===== src/include/bos_pkg.sv =====
// Shared constants and carrier types for the brownout/burst/OCP sequencer
package bos_pkg;
  // Clock 40 MHz
  localparam int unsigned CLK_HZ = 40_000_000;
  // Burst wake interval, microseconds
  localparam int unsigned BURST_WAKE_US = 500;
  localparam int unsigned BURST_WAKE_CYC = BURST_WAKE_US * (CLK_HZ / 1_000_000);
  localparam int unsigned CNT_W = 16;
  // Analog thresholds in millivolts (brownout current in microamps), for reference by the front end
  localparam int BROWNOUT_UA = -50;
  localparam int BURST_HYST_MV = 65;
  localparam int BURST_LEVEL_MV = 1000;
  localparam int OCP_TRIP_MV = 1000;
  // APB map
  localparam logic [7:0] CTRL_OFS = 8'h00;
  localparam logic [7:0] STAT_OFS = 8'h04;
  localparam logic [7:0] IRQ_OFS = 8'h08;
  localparam logic [7:0] MASK_OFS = 8'h0c;
  localparam logic [31:0] CTRL_RST = 32'h0000_0001;
  localparam logic [31:0] MASK_RST = 32'h0000_0000;
  localparam int unsigned EVT_W = 4;
  localparam int unsigned EVT_BROWNOUT = 0;
  localparam int unsigned EVT_BURST = 1;
  localparam int unsigned EVT_OCP_WARN = 2;
  localparam int unsigned EVT_OCP_STOP = 3;

  // Synchronised comparator bundle
  typedef struct packed {
    logic brownout;   // demag current below brownout_current_level
    logic burst_entry; // comp below burst_entry_level
    logic burst_exit;  // error_amplifier above burst_exit_level
    logic ocp;         // sense voltage over trip level
    logic below_restart; // supply below restart level
    logic cycle_end;   // switching cycle boundary (gate falling)
  } bos_cmp_t;

  typedef enum logic [2:0] {
    SEQ_STARTUP = 3'b000,
    SEQ_RUN = 3'b001,
    SEQ_BURST_IDLE = 3'b010,
    SEQ_BURST_PROBE = 3'b011,
    SEQ_BROWNOUT = 3'b100,
    SEQ_OCP_STOP = 3'b101
  } bos_seq_t;

  typedef enum logic [1:0] {
    OCP_IDLE = 2'b00,
    OCP_WARN = 2'b01,
    OCP_FAULT = 2'b10
  } bos_ocp_t;
endpackage : bos_pkg


===== src/hdl/bos_seq.sv =====
// Brownout, burst and hiccup OCP sequencer with APB registers
//
// What this block does
// - Demag current is compared to brownout_current_level while the switch is on.
// - Demag current below that level during on-time shuts switching down.
// - Comp 65 mV under burst_entry_level stops switching, gate held off.
// - In burst mode at most one pulse train per 500 us wake period.
// - After each 500 us idle, switch on again and evaluate feedback.
// - Error amplifier above burst_exit_level resumes; else another 500 us off.
// - Power-up begins in constant_current_mode.
// - Sense voltage above 1 V raises an overcurrent trip.
// - First trip from idle enters warning, converter keeps running.
// - No trip in the next switching cycle returns to idle.
// - Trip again in the next cycle is a fault; switching stops.
// - The overcurrent stop is latched while supplied.
// - Supply undervoltage clears the stop latch.
// - Start-up generator stays off until supply below restart level.
// - Burst threshold on comp level is taken as 1 V.
`timescale 1ns/1ps
module bos_seq #(
  parameter int unsigned WAKE_CYC = bos_pkg::BURST_WAKE_CYC
) (
  input wire logic pclk,
  input wire logic presetn,
  input wire logic psel,
  input wire logic penable,
  input wire logic pwrite,
  input wire logic [7:0] paddr,
  input wire logic [31:0] pwdata,
  output logic [31:0] prdata,
  output logic pready,
  output logic pslverr,
  input wire logic dmg_low_cmp,
  input wire logic comp_low_cmp,
  input wire logic error_amplifier_cmp,
  input wire logic ocp_cmp,
  input wire logic restart_cmp,
  output logic gate_en,
  output logic constant_current_mode,
  output logic startup_gen_en,
  output logic irq
);
  import bos_pkg::*;

  bos_cmp_t cmp;
  bos_seq_t seq_reg;
  bos_ocp_t ocp_state;
  logic ocp_warn;
  logic ocp_stop;
  logic [CNT_W-1:0] wake_cnt_reg;
  logic pulse_done_reg;
  logic gate_reg;
  logic gate_d_reg;
  logic restart_seen_reg;
  logic [31:0] ctrl_reg;
  logic [EVT_W-1:0] irq_stat_reg;
  logic [EVT_W-1:0] irq_mask_reg;
  logic [EVT_W-1:0] evt;
  logic sw_enable;
  logic apb_rd;
  logic apb_wr;
  logic wake_done;

  bos_sync u_sync_dmg (.pclk(pclk), .presetn(presetn),
    .async_in(dmg_low_cmp), .sync_out(cmp.brownout));
  bos_sync u_sync_comp (.pclk(pclk), .presetn(presetn),
    .async_in(comp_low_cmp), .sync_out(cmp.burst_entry));
  bos_sync u_sync_err (.pclk(pclk), .presetn(presetn),
    .async_in(error_amplifier_cmp), .sync_out(cmp.burst_exit));
  bos_sync u_sync_ocp (.pclk(pclk), .presetn(presetn),
    .async_in(ocp_cmp), .sync_out(cmp.ocp));
  bos_sync u_sync_rst (.pclk(pclk), .presetn(presetn),
    .async_in(restart_cmp), .sync_out(cmp.below_restart));

  assign cmp.cycle_end = gate_d_reg && !gate_reg;
  assign sw_enable = ctrl_reg[0];
  assign wake_done = (wake_cnt_reg == CNT_W'(WAKE_CYC - 1));

  bos_ocp u_ocp (
    .pclk(pclk),
    .presetn(presetn),
    .ocp(cmp.ocp),
    .cycle_end(cmp.cycle_end),
    .state(ocp_state),
    .warn_pulse(ocp_warn),
    .stop_pulse(ocp_stop)
  );

  // Sequencer; brownout only judged while the gate is on
  always_ff @(posedge pclk or negedge presetn) begin
    if (!presetn) begin
      seq_reg <= SEQ_STARTUP;
    end else if (ocp_state == OCP_FAULT) begin
      seq_reg <= SEQ_OCP_STOP;
    end else if (gate_reg && cmp.brownout) begin
      seq_reg <= SEQ_BROWNOUT;
    end else begin
      case (seq_reg)
        SEQ_STARTUP: begin
          // Leaves constant-current start once feedback is in regulation
          if (cmp.burst_entry) begin
            seq_reg <= SEQ_BURST_IDLE;
          end else if (cmp.burst_exit) begin
            seq_reg <= SEQ_RUN;
          end
        end
        SEQ_RUN: begin
          if (cmp.burst_entry) begin
            seq_reg <= SEQ_BURST_IDLE;
          end
        end
        SEQ_BURST_IDLE: begin
          if (wake_done) begin
            seq_reg <= SEQ_BURST_PROBE;
          end
        end
        SEQ_BURST_PROBE: begin
          if (cmp.cycle_end) begin
            if (cmp.burst_exit) begin
              seq_reg <= SEQ_RUN;
            end else begin
              seq_reg <= SEQ_BURST_IDLE;
            end
          end
        end
        SEQ_BROWNOUT: seq_reg <= SEQ_BROWNOUT;
        SEQ_OCP_STOP: seq_reg <= SEQ_OCP_STOP;
        default: seq_reg <= SEQ_STARTUP;
      endcase
    end
  end

  // Wake timer runs only while burst idle
  always_ff @(posedge pclk or negedge presetn) begin
    if (!presetn) begin
      wake_cnt_reg <= '0;
    end else if (seq_reg != SEQ_BURST_IDLE || wake_done) begin
      wake_cnt_reg <= '0;
    end else begin
      wake_cnt_reg <= wake_cnt_reg + CNT_W'(1);
    end
  end

  // One probe pulse per wake: pulse ends on first high-then-low
  always_ff @(posedge pclk or negedge presetn) begin
    if (!presetn) begin
      pulse_done_reg <= 1'b0;
    end else if (seq_reg != SEQ_BURST_PROBE) begin
      pulse_done_reg <= 1'b0;
    end else if (gate_reg) begin
      pulse_done_reg <= 1'b1;
    end
  end

  // Gate is a request to the driver; single-cycle probe in burst
  always_ff @(posedge pclk or negedge presetn) begin
    if (!presetn) begin
      gate_reg <= 1'b0;
      gate_d_reg <= 1'b0;
    end else begin
      gate_d_reg <= gate_reg;
      case (seq_reg)
        SEQ_STARTUP, SEQ_RUN: gate_reg <= sw_enable;
        SEQ_BURST_PROBE: gate_reg <= sw_enable && !pulse_done_reg
          && !gate_reg;
        default: gate_reg <= 1'b0;
      endcase
    end
  end

  // Start-up generator held off after a stop until supply is low
  always_ff @(posedge pclk or negedge presetn) begin
    if (!presetn) begin
      restart_seen_reg <= 1'b0;
    end else if (seq_reg == SEQ_OCP_STOP && cmp.below_restart) begin
      restart_seen_reg <= 1'b1;
    end
  end

  always_ff @(posedge pclk or negedge presetn) begin
    if (!presetn) begin
      gate_en <= 1'b0;
      constant_current_mode <= 1'b1;
      startup_gen_en <= 1'b0;
    end else begin
      gate_en <= gate_reg;
      constant_current_mode <= (seq_reg == SEQ_STARTUP);
      startup_gen_en <= (seq_reg == SEQ_OCP_STOP) && restart_seen_reg;
    end
  end

  // Events
  assign evt[EVT_BROWNOUT] = (seq_reg != SEQ_BROWNOUT) && gate_reg
    && cmp.brownout;
  assign evt[EVT_BURST] = (seq_reg == SEQ_RUN) && cmp.burst_entry;
  assign evt[EVT_OCP_WARN] = ocp_warn;
  assign evt[EVT_OCP_STOP] = ocp_stop;

  assign apb_rd = psel && penable && !pwrite;
  assign apb_wr = psel && penable && pwrite;

  always_ff @(posedge pclk or negedge presetn) begin
    if (!presetn) begin
      ctrl_reg <= CTRL_RST;
      irq_mask_reg <= MASK_RST[EVT_W-1:0];
    end else if (apb_wr) begin
      if (paddr == CTRL_OFS) begin
        ctrl_reg <= pwdata;
      end
      if (paddr == MASK_OFS) begin
        irq_mask_reg <= pwdata[EVT_W-1:0];
      end
    end
  end

  // Read clears; a new event in the same cycle wins
  // Only bits already reported clear, so events after setup survive
  always_ff @(posedge pclk or negedge presetn) begin
    if (!presetn) begin
      irq_stat_reg <= '0;
    end else if (apb_rd && paddr == IRQ_OFS) begin
      irq_stat_reg <= (irq_stat_reg & ~prdata[EVT_W-1:0]) | evt;
    end else begin
      irq_stat_reg <= irq_stat_reg | evt;
    end
  end

  always_ff @(posedge pclk or negedge presetn) begin
    if (!presetn) begin
      irq <= 1'b0;
    end else begin
      irq <= |((irq_stat_reg | evt) & irq_mask_reg);
    end
  end

  // Zero-wait slave: pready high in every access phase
  always_ff @(posedge pclk or negedge presetn) begin
    if (!presetn) begin
      prdata <= '0;
      pready <= 1'b0;
      pslverr <= 1'b0;
    end else begin
      pready <= psel && !penable;
      pslverr <= 1'b0;
      prdata <= '0;
      if (psel && !penable) begin
        case (paddr)
          CTRL_OFS: prdata <= ctrl_reg;
          STAT_OFS: prdata <= {24'h00_0000, 1'b0, ocp_state,
            cmp.ocp, seq_reg, gate_reg};
          IRQ_OFS: prdata <= {28'h000_0000, irq_stat_reg};
          MASK_OFS: prdata <= {28'h000_0000, irq_mask_reg};
          default: pslverr <= 1'b1;
        endcase
      end
    end
  end

  a_burst_wake: assert property (@(posedge pclk) disable iff (!presetn)
    (seq_reg == SEQ_BURST_IDLE && wake_done) |=> seq_reg == SEQ_BURST_PROBE)
    else $error("burst wake missed");
  a_burst_gate_off: assert property (@(posedge pclk) disable iff (!presetn)
    seq_reg == SEQ_BURST_IDLE |=> !gate_reg)
    else $error("gate on in burst idle");
  a_brownout_stop: assert property (@(posedge pclk) disable iff (!presetn)
    (gate_reg && cmp.brownout && ocp_state != OCP_FAULT)
    |=> seq_reg == SEQ_BROWNOUT ##1 !gate_reg)
    else $error("brownout ignored");
  a_ocp_latch: assert property (@(posedge pclk) disable iff (!presetn)
    ocp_state == OCP_FAULT |=> ##1 seq_reg == SEQ_OCP_STOP ##1 !gate_reg)
    else $error("ocp fault not latched");
  a_ocp_first: assert property (@(posedge pclk) disable iff (!presetn)
    (ocp_state == OCP_IDLE && cmp.ocp) |=> ocp_state == OCP_WARN)
    else $error("first trip not warned");
  a_gate_out: assert property (@(posedge pclk) disable iff (!presetn)
    seq_reg == SEQ_OCP_STOP |=> ##1 !gate_en)
    else $error("gate output on after stop");
  a_startup_gen: assert property (@(posedge pclk) disable iff (!presetn)
    (seq_reg == SEQ_OCP_STOP && !restart_seen_reg) |=> !startup_gen_en)
    else $error("start-up generator early");
  a_cc_start: assert property (@(posedge pclk) disable iff (!presetn)
    seq_reg == SEQ_STARTUP |=> constant_current_mode)
    else $error("not in constant current at start");
  a_cc_leave: assert property (@(posedge pclk) disable iff (!presetn)
    seq_reg != SEQ_STARTUP |=> !constant_current_mode)
    else $error("constant current held after start");

  // Terminal states hold until undervoltage
  a_brownout_hold: assert property (@(posedge pclk) disable iff (!presetn)
    seq_reg == SEQ_BROWNOUT |=> seq_reg == SEQ_BROWNOUT)
    else $error("brownout left without reset");
  a_brownout_gate: assert property (@(posedge pclk) disable iff (!presetn)
    seq_reg == SEQ_BROWNOUT |=> !gate_reg)
    else $error("gate on in brownout");
  a_stop_hold: assert property (@(posedge pclk) disable iff (!presetn)
    seq_reg == SEQ_OCP_STOP |=> seq_reg == SEQ_OCP_STOP)
    else $error("ocp stop left without reset");
  a_fault_hold: assert property (@(posedge pclk) disable iff (!presetn)
    ocp_state == OCP_FAULT |=> ocp_state == OCP_FAULT)
    else $error("ocp fault dropped");
  a_stop_gate: assert property (@(posedge pclk) disable iff (!presetn)
    seq_reg == SEQ_OCP_STOP |=> !gate_reg)
    else $error("gate on in ocp stop");
  a_restart_gen: assert property (@(posedge pclk) disable iff (!presetn)
    (seq_reg == SEQ_OCP_STOP && restart_seen_reg) |=> startup_gen_en)
    else $error("start-up generator not released");

  // Burst timing and probe decisions
  a_burst_enter: assert property (@(posedge pclk) disable iff (!presetn)
    (seq_reg == SEQ_RUN && cmp.burst_entry && ocp_state != OCP_FAULT
    && !(gate_reg && cmp.brownout)) |=> seq_reg == SEQ_BURST_IDLE)
    else $error("burst entry missed");
  a_idle_gate_en: assert property (@(posedge pclk) disable iff (!presetn)
    seq_reg == SEQ_BURST_IDLE |=> ##1 !gate_en)
    else $error("gate output on in burst idle");
  a_wake_bound: assert property (@(posedge pclk) disable iff (!presetn)
    seq_reg == SEQ_BURST_IDLE |-> wake_cnt_reg < CNT_W'(WAKE_CYC))
    else $error("wake counter overran");
  a_probe_single: assert property (@(posedge pclk) disable iff (!presetn)
    (seq_reg == SEQ_BURST_PROBE && gate_reg) |=> !gate_reg)
    else $error("probe pulse too long");
  a_probe_resume: assert property (@(posedge pclk) disable iff (!presetn)
    (seq_reg == SEQ_BURST_PROBE && cmp.cycle_end && cmp.burst_exit
    && ocp_state != OCP_FAULT) |=> seq_reg == SEQ_RUN)
    else $error("probe did not resume");
  a_probe_again: assert property (@(posedge pclk) disable iff (!presetn)
    (seq_reg == SEQ_BURST_PROBE && cmp.cycle_end && !cmp.burst_exit
    && ocp_state != OCP_FAULT) |=> seq_reg == SEQ_BURST_IDLE)
    else $error("probe did not idle again");

  // Register side
  a_pready_access: assert property (@(posedge pclk) disable iff (!presetn)
    (psel && !penable) |=> pready)
    else $error("access phase without ready");
  a_irq_masked: assert property (@(posedge pclk) disable iff (!presetn)
    irq_mask_reg == '0 |=> !irq)
    else $error("interrupt with all sources masked");

  c_burst_probe: cover property (@(posedge pclk) disable iff (!presetn)
    seq_reg == SEQ_BURST_PROBE ##1 seq_reg == SEQ_RUN);
  c_burst_again: cover property (@(posedge pclk) disable iff (!presetn)
    seq_reg == SEQ_BURST_PROBE ##1 seq_reg == SEQ_BURST_IDLE);
  c_ocp_fault: cover property (@(posedge pclk) disable iff (!presetn)
    ocp_state == OCP_WARN ##1 ocp_state == OCP_FAULT);
  c_brownout: cover property (@(posedge pclk) disable iff (!presetn)
    seq_reg == SEQ_BROWNOUT);
  c_ocp_clear: cover property (@(posedge pclk) disable iff (!presetn)
    ocp_state == OCP_WARN ##1 ocp_state == OCP_IDLE);
endmodule : bos_seq


===== src/hdl/bos_sync.sv =====
// Three-stage synchroniser with agreement filter for one comparator
`timescale 1ns/1ps
module bos_sync (
  input wire logic pclk,
  input wire logic presetn,
  input wire logic async_in,
  output logic sync_out
);
  logic s1_reg;
  logic s2_reg;
  logic s3_reg;

  // Change counts once stages two and three agree
  always_ff @(posedge pclk or negedge presetn) begin
    if (!presetn) begin
      s1_reg <= 1'b0;
      s2_reg <= 1'b0;
      s3_reg <= 1'b0;
      sync_out <= 1'b0;
    end else begin
      s1_reg <= async_in;
      s2_reg <= s1_reg;
      s3_reg <= s2_reg;
      if (s2_reg == s3_reg) begin
        sync_out <= s3_reg;
      end
    end
  end
endmodule : bos_sync


===== src/hdl/bos_ocp.sv =====
// Two-strike overcurrent filter with stop latch
`timescale 1ns/1ps
module bos_ocp (
  input wire logic pclk,
  input wire logic presetn,
  input wire logic ocp,
  input wire logic cycle_end,
  output bos_pkg::bos_ocp_t state,
  output logic warn_pulse,
  output logic stop_pulse
);
  import bos_pkg::*;
  logic trip_reg;
  logic armed_reg;

  // First boundary only closes the cycle that held the first trip
  always_ff @(posedge pclk or negedge presetn) begin
    if (!presetn) begin
      armed_reg <= 1'b0;
    end else if (state != OCP_WARN) begin
      armed_reg <= 1'b0;
    end else if (cycle_end) begin
      armed_reg <= 1'b1;
    end
  end

  // Trip seen in the current switching cycle
  always_ff @(posedge pclk or negedge presetn) begin
    if (!presetn) begin
      trip_reg <= 1'b0;
    end else if (cycle_end) begin
      trip_reg <= 1'b0;
    end else if (ocp) begin
      trip_reg <= 1'b1;
    end
  end

  always_ff @(posedge pclk or negedge presetn) begin
    if (!presetn) begin
      state <= OCP_IDLE;
      warn_pulse <= 1'b0;
      stop_pulse <= 1'b0;
    end else begin
      warn_pulse <= 1'b0;
      stop_pulse <= 1'b0;
      case (state)
        OCP_IDLE: begin
          if (ocp) begin
            state <= OCP_WARN;
            warn_pulse <= 1'b1;
          end
        end
        OCP_WARN: begin
          // Judged at the end of the following cycle
          if (cycle_end && armed_reg) begin
            if (trip_reg || ocp) begin
              state <= OCP_FAULT;
              stop_pulse <= 1'b1;
            end else begin
              state <= OCP_IDLE;
            end
          end
        end
        OCP_FAULT: state <= OCP_FAULT;
        default: state <= OCP_IDLE;
      endcase
    end
  end

  a_ocp_clear: assert property (@(posedge pclk) disable iff (!presetn)
    (state == OCP_WARN && armed_reg && cycle_end && !trip_reg && !ocp)
    |=> state == OCP_IDLE)
    else $error("clean cycle faulted");
  a_ocp_arm: assert property (@(posedge pclk) disable iff (!presetn)
    (state == OCP_WARN && !armed_reg && cycle_end) |=> state == OCP_WARN)
    else $error("trip cycle judged as second strike");
endmodule : bos_ocp


===== config.mk =====
export PLATFORM = sky130hd
export DESIGN_NAME = bos_seq
export DESIGN_NICKNAME = d
export VERILOG_FILES = /design/src/include/bos_pkg.sv /design/src/hdl/bos_seq.sv /design/src/hdl/bos_sync.sv /design/src/hdl/bos_ocp.sv
export SDC_FILE = /design/constraint.sdc
export NUM_CORES = 1
export LEC_CHECK = 0
export BUFFER_PORTS_ARGS = -buffer_cell sky130_fd_sc_hd__buf_2
export CAP_MARGIN = 5
export CORE_MARGIN = 3
export CORE_UTILIZATION = 40
export DETAILED_ROUTE_END_ITERATION = 8
export SLEW_MARGIN = 20
export SYNTH_ARGS = -nofsm -noshare
export SYNTH_HDL_FRONTEND = slang
export SYNTH_SLANG_ARGS = --single-unit

===== constraint.sdc =====
create_clock -name pclk -period 4 [get_ports pclk]
set_input_delay 0.6 -clock pclk [delete_from_list [all_inputs] [get_ports pclk]]
set_output_delay 0.6 -clock pclk [all_outputs]
set_load 0.03 [all_outputs]

# After elaboration in Yosys (flattened, before gate mapping)
# Cells that the tools add are included.
totals:
  regBits: 126
  in_bits: 50
  word_cells: 137
op_classes:
  addsub: 1
  eq_ne: 26
  n_mux: 31
  n_bitwise: 5
  n_reduce_logical: 34
ops:
  columns: ["op", "n"]
  rows:
  - ["one-hot mux 32 bit (4 select lines)", 1]
  - ["two-way mux 32 bit", 1]
  - ["two-way mux 3 bit", 7]
  - ["one-hot mux 3 bit (6 select lines)", 1]
  - ["adder 16 x 1 -> 16 bit, second input constant", 1]
  - ["== test 16 x 15 -> 1 bit, second input constant", 1]
  - ["== test 8 x 4 -> 1 bit, second input constant", 2]
  - ["two-way mux 16 bit", 1]
  - ["logical AND 1 bit", 15]
  - ["two-way mux 1 bit", 13]
  - ["AND 4 bit", 2]
  - ["== test 8 x 3 -> 1 bit, second input constant", 1]
  - ["zero test 8 bit", 1]
  - ["two-way mux 2 bit", 4]
  - ["inequality test 4 x 3 -> 1 bit, second input constant", 2]
  - ["OR 4 bit", 2]
  - ["OR reduction 4 bit", 2]
  - ["== test 3 x 2 -> 1 bit, second input constant", 2]
  - ["== test 3 bit, second input constant", 2]
  - ["inequality test 3 x 2 -> 1 bit, second input constant", 2]
  - ["one-hot mux 2 bit (3 select lines)", 1]
  - ["AND reduction 2 bit", 3]
  - ["nonzero test 2 bit", 3]
  - ["== test 1 bit", 5]
  - ["17 further kinds", 22]

# Depth between registers and ports, before layout
# Gate-level depths: netlist of the first run.
depth:
  depth_word: 6
  ltp_mapped: 6
  depth_no_buf: 5

# Modules after synthesis
# A second synthesis of the first run with hierarchy kept.
unflattened:
  hier_cells: 349
  area_unflattened_um2: 4789.6
modules_own_cells:
  columns: ["mod", "instances", "cells_per_inst", "area_per_inst_um2"]
  rows:
  - ["bos_seq", 1, 306, 4016.4]
  - ["bos_sync", 5, 5, 111.4]
  - ["bos_ocp", 1, 18, 216.5]

# Worst setup path after synthesis of the first run
# Ideal clock, no wire load.
synth_path:
  path_kind: "input-to-reg"
  startpoint: "input paddr[5]"
  endpoint: "register ctrl_reg[10]"
  setup_time_ns: 0.125
  t_arrival_ns: 2.380
  required_ns: 3.875
  path_slack_ns: 1.495
  stages: 5
  cell_sequence: "or4_4 > or4_4 > nor3_4 > buf_6 > mux2_2"
synth_via:
  elab_chain_cells: 2
synth_rtl:
  columns: ["item", "line", "text"]
  rows:
  - ["start: declaration", "bos_seq.sv:28", "input wire logic [7:0] paddr,"]
  - ["zero test 8 bit", "bos_seq.sv:207", "if (paddr == CTRL_OFS) begin"]
  - ["AND reduction 2 bit (no line)", null, null]
  - ["end signal: assignment", "bos_seq.sv:208", "ctrl_reg <= pwdata;"]
  - ["end: declaration", "bos_seq.sv:55", "logic [31:0] ctrl_reg;"]
# No other way between the ends.
# A chain may end at the register's enable or synchronous reset.

# Final worst setup path of the first run
layout_path:
  startpoint: "input paddr[5]"
  endpoint: "register prdata[20]"
layout_via:
  elab_chain_cells: 3
  elab_cells_between_ends: 6
  classes_between: "eq/ne: 3; mux: 2; reduce/logical: 1"
layout_rtl:
  columns: ["item", "line", "text"]
  rows:
  - ["== test 8 x 4 -> 1 bit (tied with other cells)", "bos_seq.sv:247", "case (paddr)"]
  - ["one-hot mux 32 bit (4 select lines) (*)", "bos_seq.sv:247", null]
  - ["two-way mux 32 bit (*)", "bos_seq.sv:246", "if (psel && !penable) begin"]
  - ["end signal: assignment", "bos_seq.sv:248", "CTRL_OFS: prdata <= ctrl_reg;"]
  - ["end signal: assignment", "bos_seq.sv:249", "STAT_OFS: prdata <= {24'h00_0000, 1'b0, ocp_state,"]
  - ["end signal: assignment", "bos_seq.sv:251", "IRQ_OFS: prdata <= {28'h000_0000, irq_stat_reg};"]
  - ["end: declaration", "bos_seq.sv:30", "output logic [31:0] prdata,"]
# Every way passes the cells marked *; elsewhere a longest branch is shown, timed or not.

==> Implementation_results.wiki, run 1 <==
{| class="wikitable"
! Metric !! Value
|-
| Status || finished, final reports clean
|-
| Routed len/inst || 14.8 µm
|-
| Final std cell area, no fill || 0.00592 mm²
|-
| Most used flip-flop cell after synthesis || sky130_fd_sc_hd__dfrtp_1
|-
| Area growth, synth to finish || 22.5%
|-
| CTS tree || built
|-
| Clock network latency to the later pin of the worst-skew pair || 0.41 ns
|-
| Number of rows created at floorplan || 39
|-
| Beginning of the critical path || paddr[5]
|-
| Static leakage power || 2.93 nW
|-
| Largest vdd supply drop || 269 µV
|-
| Global-route wire length before repair || 15,100 µm
|-
| Synth unique cells || 48
|-
| Cts hold-fix bufs || 0
|-
| Violation count after the first detailed-route iteration || 148
|-
| Number of CTS-inserted buffers || 17
|-
| Number of gates given a new drive strength after cts || 0
|-
| Clock tree root driver cell || sky130_fd_sc_hd__clkbuf_16
|-
| Worst relative slew slack || 47.2%
|-
| Worst reg2reg path depth || 5
|-
| Worst-path clk slew || 0.06 ns
|-
| Type of element capturing the critical path || register
|-
| Initial standard-cell utilization of the core || 41.6%
|-
| Register bit count reported by yosys || 126
|-
| Maximum number of pins on one net before global-route repair || 59
|-
| Vias in the first global route || 3,110
|-
| I/O pin count || 88
|-
| Length of the first detailed-routing pass in iterations || 4
|-
| Antenna violations before repair || 1
|-
| Number of setup buffers added after CTS || 0
|-
| Worst setup path class || primary input to register
|-
| Sequential cell area fraction in the yosys report || 65.3%
|-
| Die boundary height || 116 µm
|-
| Routed via count divided by cell count || 4.91
|-
| Max Slew Vio Count || 0
|-
| Hpwl dp || 6180 µm
|-
| Remaining antenna violation count || 0
|-
| Area post-placement || 0.00540 mm²
|-
| Via Count || 2,999
|-
| ANT cells || 0
|-
| Path category of the worst min-delay check || primary input to async pin
|-
| Critical-path maximum fanout || 25
|-
| Total routing usage reported by global routing || 14.7%
|-
| Reg-to-reg critical path endpoint || seq_reg[0]
|-
| Clock sink count || 126
|-
| Register-to-register setup slack || 2.09 ns
|-
| Routed wire length || 9060 µm
|-
| Setup repair after global routing missed its margin || no
|-
| Share of synthesized registers carrying an async set or reset || 100%
|-
| Mean Syn Cell Area || 13.5 µm²
|-
| Routability Congestion || 0.781
|-
| Die Outline Area || 0.0134 mm²
|-
| Count of buffers inserted at the top-level ports || 87
|-
| CP startpoint kind || primary input
|-
| Buffer levels on the longest clock path || 2
|-
| Gate count of the mapped netlist || 359
|-
| Reg-to-Reg Start || wake_cnt_reg[0]
|-
| Arrival time at the worst endpoint || 2.89 ns
|-
| Power per cell area || 507 mW/mm²
|-
| Crit path time final || 2.54 ns
|-
| Data required, critical path || 4.34 ns
|-
| Combined area of all synthesized cells || 0.00483 mm²
|-
| Clock tree skew after final layout || 0.0113 ns
|-
| Commonest non-fill, non-tap cells in the layout || 124 x sky130_fd_sc_hd__dfrtp_1, 86 x sky130_fd_sc_hd__buf_2, 35 x sky130_fd_sc_hd__mux2_2
|-
| Highest clock frequency the design can meet || 0.393 GHz
|-
| Commonest non-fill, non-tap cell in the layout || sky130_fd_sc_hd__dfrtp_1
|-
| Max_cap viols || 0
|-
| Remaining design rule violation count || 0
|-
| Net Count, Synth || 410
|-
| Die X || 116 µm
|-
| Number of synthesis warnings || 0
|-
| Capture point of the critical path || prdata[20]
|-
| Number of nets in the final layout || 506
|-
| Number of flops mapped to enable cells by yosys || 0
|-
| Area inside the core boundary || 0.0116 mm²
|-
| Overall overflow remaining after global route || 0
|-
| Post-route setup TNS || 0 ns
|-
| Layout cell share with drive strength beyond 1 || 35.9%
|-
| Hold Fails Final Rpt || 0
|-
| Final setup violation count || 0
|-
| H-tree levels || 4
|-
| Period utilization || 63.6%
|-
| Transition time of the tightest slew-check pin || 0.784 ns
|}
## report_power, final
part / internal, mW / switching, mW / total, mW
Clock: 0.803 / 0.538 / 1.34
Combinational: 0.109 / 0.144 / 0.253
Sequential: 1.34 / 0.0670 / 1.40
Total: 2.25 / 0.749 / 3.00
## metrics by stage
step	worst slack [ns]	hold slack (ns)	cells	util (%)	power (mW)
2_1_floorplan	1.49	0.304	359	-	1.58
3_3_place_gp	0.996	0.334	579	46.5	1.68
3_5_place_dp	0.925	0.335	579	46.5	1.68
4_1_cts	1.37	0.261	611	50.9	3.04
5_1_grt	1.32	0.275	611	50.9	3.14
6_report	1.46	0.248	611	50.9	3.00
## cell usage after synthesis, types with 7 or more instances
cell                      instances  area [µm²]
sky130_fd_sc_hd__dfrtp_1        124        3100
sky130_fd_sc_hd__mux2_2          35         394
sky130_fd_sc_hd__and2_1          26         163
sky130_fd_sc_hd__nor2_1          23        86.3
sky130_fd_sc_hd__nand2_1         20        75.1
sky130_fd_sc_hd__a21oi_1          8        40.0
sky130_fd_sc_hd__nor3_1           8        40.0
sky130_fd_sc_hd__o21ai_0          8        40.0
sky130_fd_sc_hd__nor2b_1          7        43.8
## layer usage
| metal | global-route usage, % | vias to the layer above | share of wire [%] |
|---|---|---|---|
| li1 | - | 1442 | - |
| met1 | 20.0 | 1460 | 47 |
| met2 | 19.8 | 79 | 44 |
| met3 | 7.10 | 16 | 7.7 |
| met4 | 6.81 | 2 | 1.6 |
| met5 | 0 | - | 0.14 |
## worst max-delay path: stages
cell                     delay (ns)
sky130_fd_sc_hd__buf_2         0.10
sky130_fd_sc_hd__or4_4         0.55
sky130_fd_sc_hd__or4b_1        0.73
sky130_fd_sc_hd__nor3_4        0.67
sky130_fd_sc_hd__and2_1        0.23
## kinds of logic after synthesis
family	Yosys count	share of synthesized area [%]
multiplexers	43	10.9
flip-flops	126	65.3
buffers and inverters	19	2.02
adder cells (fa/ha/maj)	6	1.30
AO/OA/AOI/OAI	30	4.01
XOR/XNOR	11	1.99
AND/OR/NAND/NOR	124	14.5
## final cells by class
type                    instances  area [µm²]
clock buffers                  22         454
fillers                      1041        5700
multi-input cells             214        1580
flip-flops and latches        126        3160
clock inverters                10        67.6
inverters                       6        22.5
repair buffers                 90         460
well taps                     143         179
## worst min-delay path by stage
stage / depth (start not counted) / to / from
after detailed placement: 0 / u_sync_dmg.s2_reg / u_sync_dmg.s1_reg
after global routing: 1 / u_sync_rst.s1_reg / restart_cmp
after floorplan: 0 / ctrl_reg[10] / presetn
final: 1 / prdata[14] / presetn
after CTS: 1 / ctrl_reg[16] / presetn
after global placement: 0 / u_sync_ocp.s2_reg / u_sync_ocp.s1_reg
(Power assumes the default switching activity.)
==> run 2, diff against run 1 <==
==> constraint.sdc (replaced) <==
create_clock -name pclk -period 2.6 [get_ports pclk]
set_input_delay 0.39 -clock pclk [delete_from_list [all_inputs] [get_ports pclk]]
set_output_delay 0.39 -clock pclk [all_outputs]
set_load 0.03 [all_outputs]
==> Implementation_results.wiki, run 2 (same netlist as run 1, synthesis figures left out) <==
{| class="wikitable"
! Metric !! Value
|-
| Area growth, synth to finish || 25.6%
|-
| Arrival time at the worst endpoint || 2.32 ns
|-
| Static leakage power || 3.01 nW
|-
| Area inside the core boundary || 0.0116 mm²
|-
| Number of CTS-inserted buffers || 17
|-
| Post-route setup TNS || 0 ns
|-
| Status || finished, final reports clean
|-
| Die X || 116 µm
|-
| Path category of the worst min-delay check || primary input to async pin
|-
| Initial standard-cell utilization of the core || 41.6%
|-
| Max_cap viols || 0
|-
| Highest clock frequency the design can meet || 0.488 GHz
|-
| Remaining design rule violation count || 0
|-
| Routed len/inst || 14.5 µm
|-
| Post-route total power || 4.91 mW
|-
| Die Outline Area || 0.0134 mm²
|-
| ANT cells || 0
|-
| Clock sink count || 126
|-
| Routed via count divided by cell count || 4.94
|-
| Worst-path clk slew || 0.05 ns
|-
| Layout cell share with drive strength beyond 1 || 36.4%
|-
| Antenna violations before repair || 1
|-
| Period utilization || 78.8%
|-
| Final setup violation count || 0
|-
| Critical path's slowest cell || sky130_fd_sc_hd__or4_4
|-
| Via Count || 3,045
|-
| Hold Fails Final Rpt || 0
|-
| Overall overflow remaining after global route || 0
|-
| Clock network latency to the later pin of the worst-skew pair || 0.40 ns
|-
| Crit path time final || 2.05 ns
|-
| Cell mode on critical path || sky130_fd_sc_hd__or4_4
|-
| Worst reg2reg path depth || 4
|-
| Clock tree root driver cell || sky130_fd_sc_hd__clkbuf_16
|-
| H-tree levels || 4
|-
| I/O pin count || 88
|-
| Hpwl dp || 6300 µm
|-
| Routed wire length || 8950 µm
|-
| Critical-path maximum fanout || 32
|-
| Buffer levels on the longest clock path || 2
|-
| Global-route wire length before repair || 14,800 µm
|-
| Number of setup buffers added after CTS || 0
|-
| Power per cell area || 808 mW/mm²
|-
| Data required, critical path || 2.88 ns
|-
| Vias in the first global route || 3,118
|-
| Number of nets in the final layout || 511
|-
| Clock tree skew after final layout || 0.00690 ns
|-
| Length of the first detailed-routing pass in iterations || 4
|-
| CTS tree || built
|-
| Largest vdd supply drop || 444 µV
|-
| Setup repair after global routing missed its margin || no
|-
| Number of rows created at floorplan || 39
|-
| Transition time of the tightest slew-check pin || 0.656 ns
|-
| Max Slew Vio Count || 0
|-
| Commonest non-fill, non-tap cells in the layout || 124 x sky130_fd_sc_hd__dfrtp_1, 86 x sky130_fd_sc_hd__buf_2, 35 x sky130_fd_sc_hd__mux2_2
|-
| Cell chain of the critical path || buf_2 -> or4_4 -> or4_4 -> nor3_4 -> buf_12 -> mux2_2
|-
| Count of buffers inserted at the top-level ports || 87
|-
| Total routing usage reported by global routing || 14.4%
|-
| Maximum cell stage delay along the critical path || 0.55 ns
|-
| Commonest non-fill, non-tap cell in the layout || sky130_fd_sc_hd__dfrtp_1
|-
| Violation count after the first detailed-route iteration || 105
|-
| Cts hold-fix bufs || 0
|-
| Maximum number of pins on one net before global-route repair || 50
|-
| Remaining antenna violation count || 0
|-
| Type of element capturing the critical path || register
|-
| Die boundary height || 116 µm
|-
| Routability Congestion || 0.736
|-
| CP startpoint kind || primary input
|-
| Worst setup path class || primary input to register
|-
| Number of gates given a new drive strength after cts || 0
|-
| Worst relative slew slack || 56.3%
|}
## run 2: changes by cell type in the layout (fill, tap and decap cells not counted), sizes merged
cell,previous run,this run
clkbuf,22,25
bufinv,0,3
clkinv,6,3
clkinvlp,4,1
buf,90,95
## run 2: final timing paths
kind / start / to / slack [ns]
setup / recovery: paddr[5] / ctrl_reg[28] / 0.55
hold / removal: presetn / ctrl_reg[16] / 0.01
setup reg to reg: wake_cnt_reg[2] / wake_cnt_reg[15] / 0.72
hold reg to reg: u_sync_rst.s1_reg / u_sync_rst.s2_reg / 0.34
max in group asynchronous: presetn / constant_current_mode / 1.85
min in group pclk: dmg_low_cmp / u_sync_dmg.s1_reg / 0.10
## run 2: routing by layer
layer | vias up | track usage (%) | wire, µm
met5 | - | 0 | 13
met2 | 84 | 21.3 | 4150
met4 | 2 | 4.87 | 79
met3 | 9 | 7.47 | 787
li1 | 1448 | - | -
met1 | 1502 | 18.3 | 3920
## run 2: final cells by class
cell class / count / area [µm²]
inverters: 6 / 22.5
well taps: 143 / 179
repair buffers: 95 / 536
flip-flops and latches: 126 / 3160
clock buffers: 25 / 485
clock inverters: 7 / 113
fillers: 1013 / 5550
multi-input cells: 214 / 1580
## run 2: power by group
| group | internal, mW | total [mW] | switching, mW |
|---|---|---|---|
| clock | 1.58 | 2.35 | 0.767 |
| sequential | 2.06 | 2.16 | 0.102 |
| combinational | 0.174 | 0.400 | 0.225 |
| total | 3.81 | 4.91 | 1.09 |
## run 2: through the flow
stage | instances | util, % | area (µm²) | setup slack [ns] | hold WS, ns
after floorplan | 359 | - | 4830 | 0.305 | 0.0944
after global placement | 584 | 47.1 | 5470 | 0.162 | 0.331
after global routing | 616 | 52.3 | 6070 | 0.498 | 0.0443
final | 616 | 52.3 | 6070 | 0.551 | 0.0138
after CTS | 616 | 52.3 | 6070 | 0.566 | 0.0262
after detailed placement | 584 | 47.1 | 5470 | 0.145 | 0.335
## run 2: critical path, delay by kind of cell
kind	cells	cell delay [ns]
buffers and inverters	2	0.33
multiplexers	1	0.36
AND/OR/NAND/NOR	3	1.23
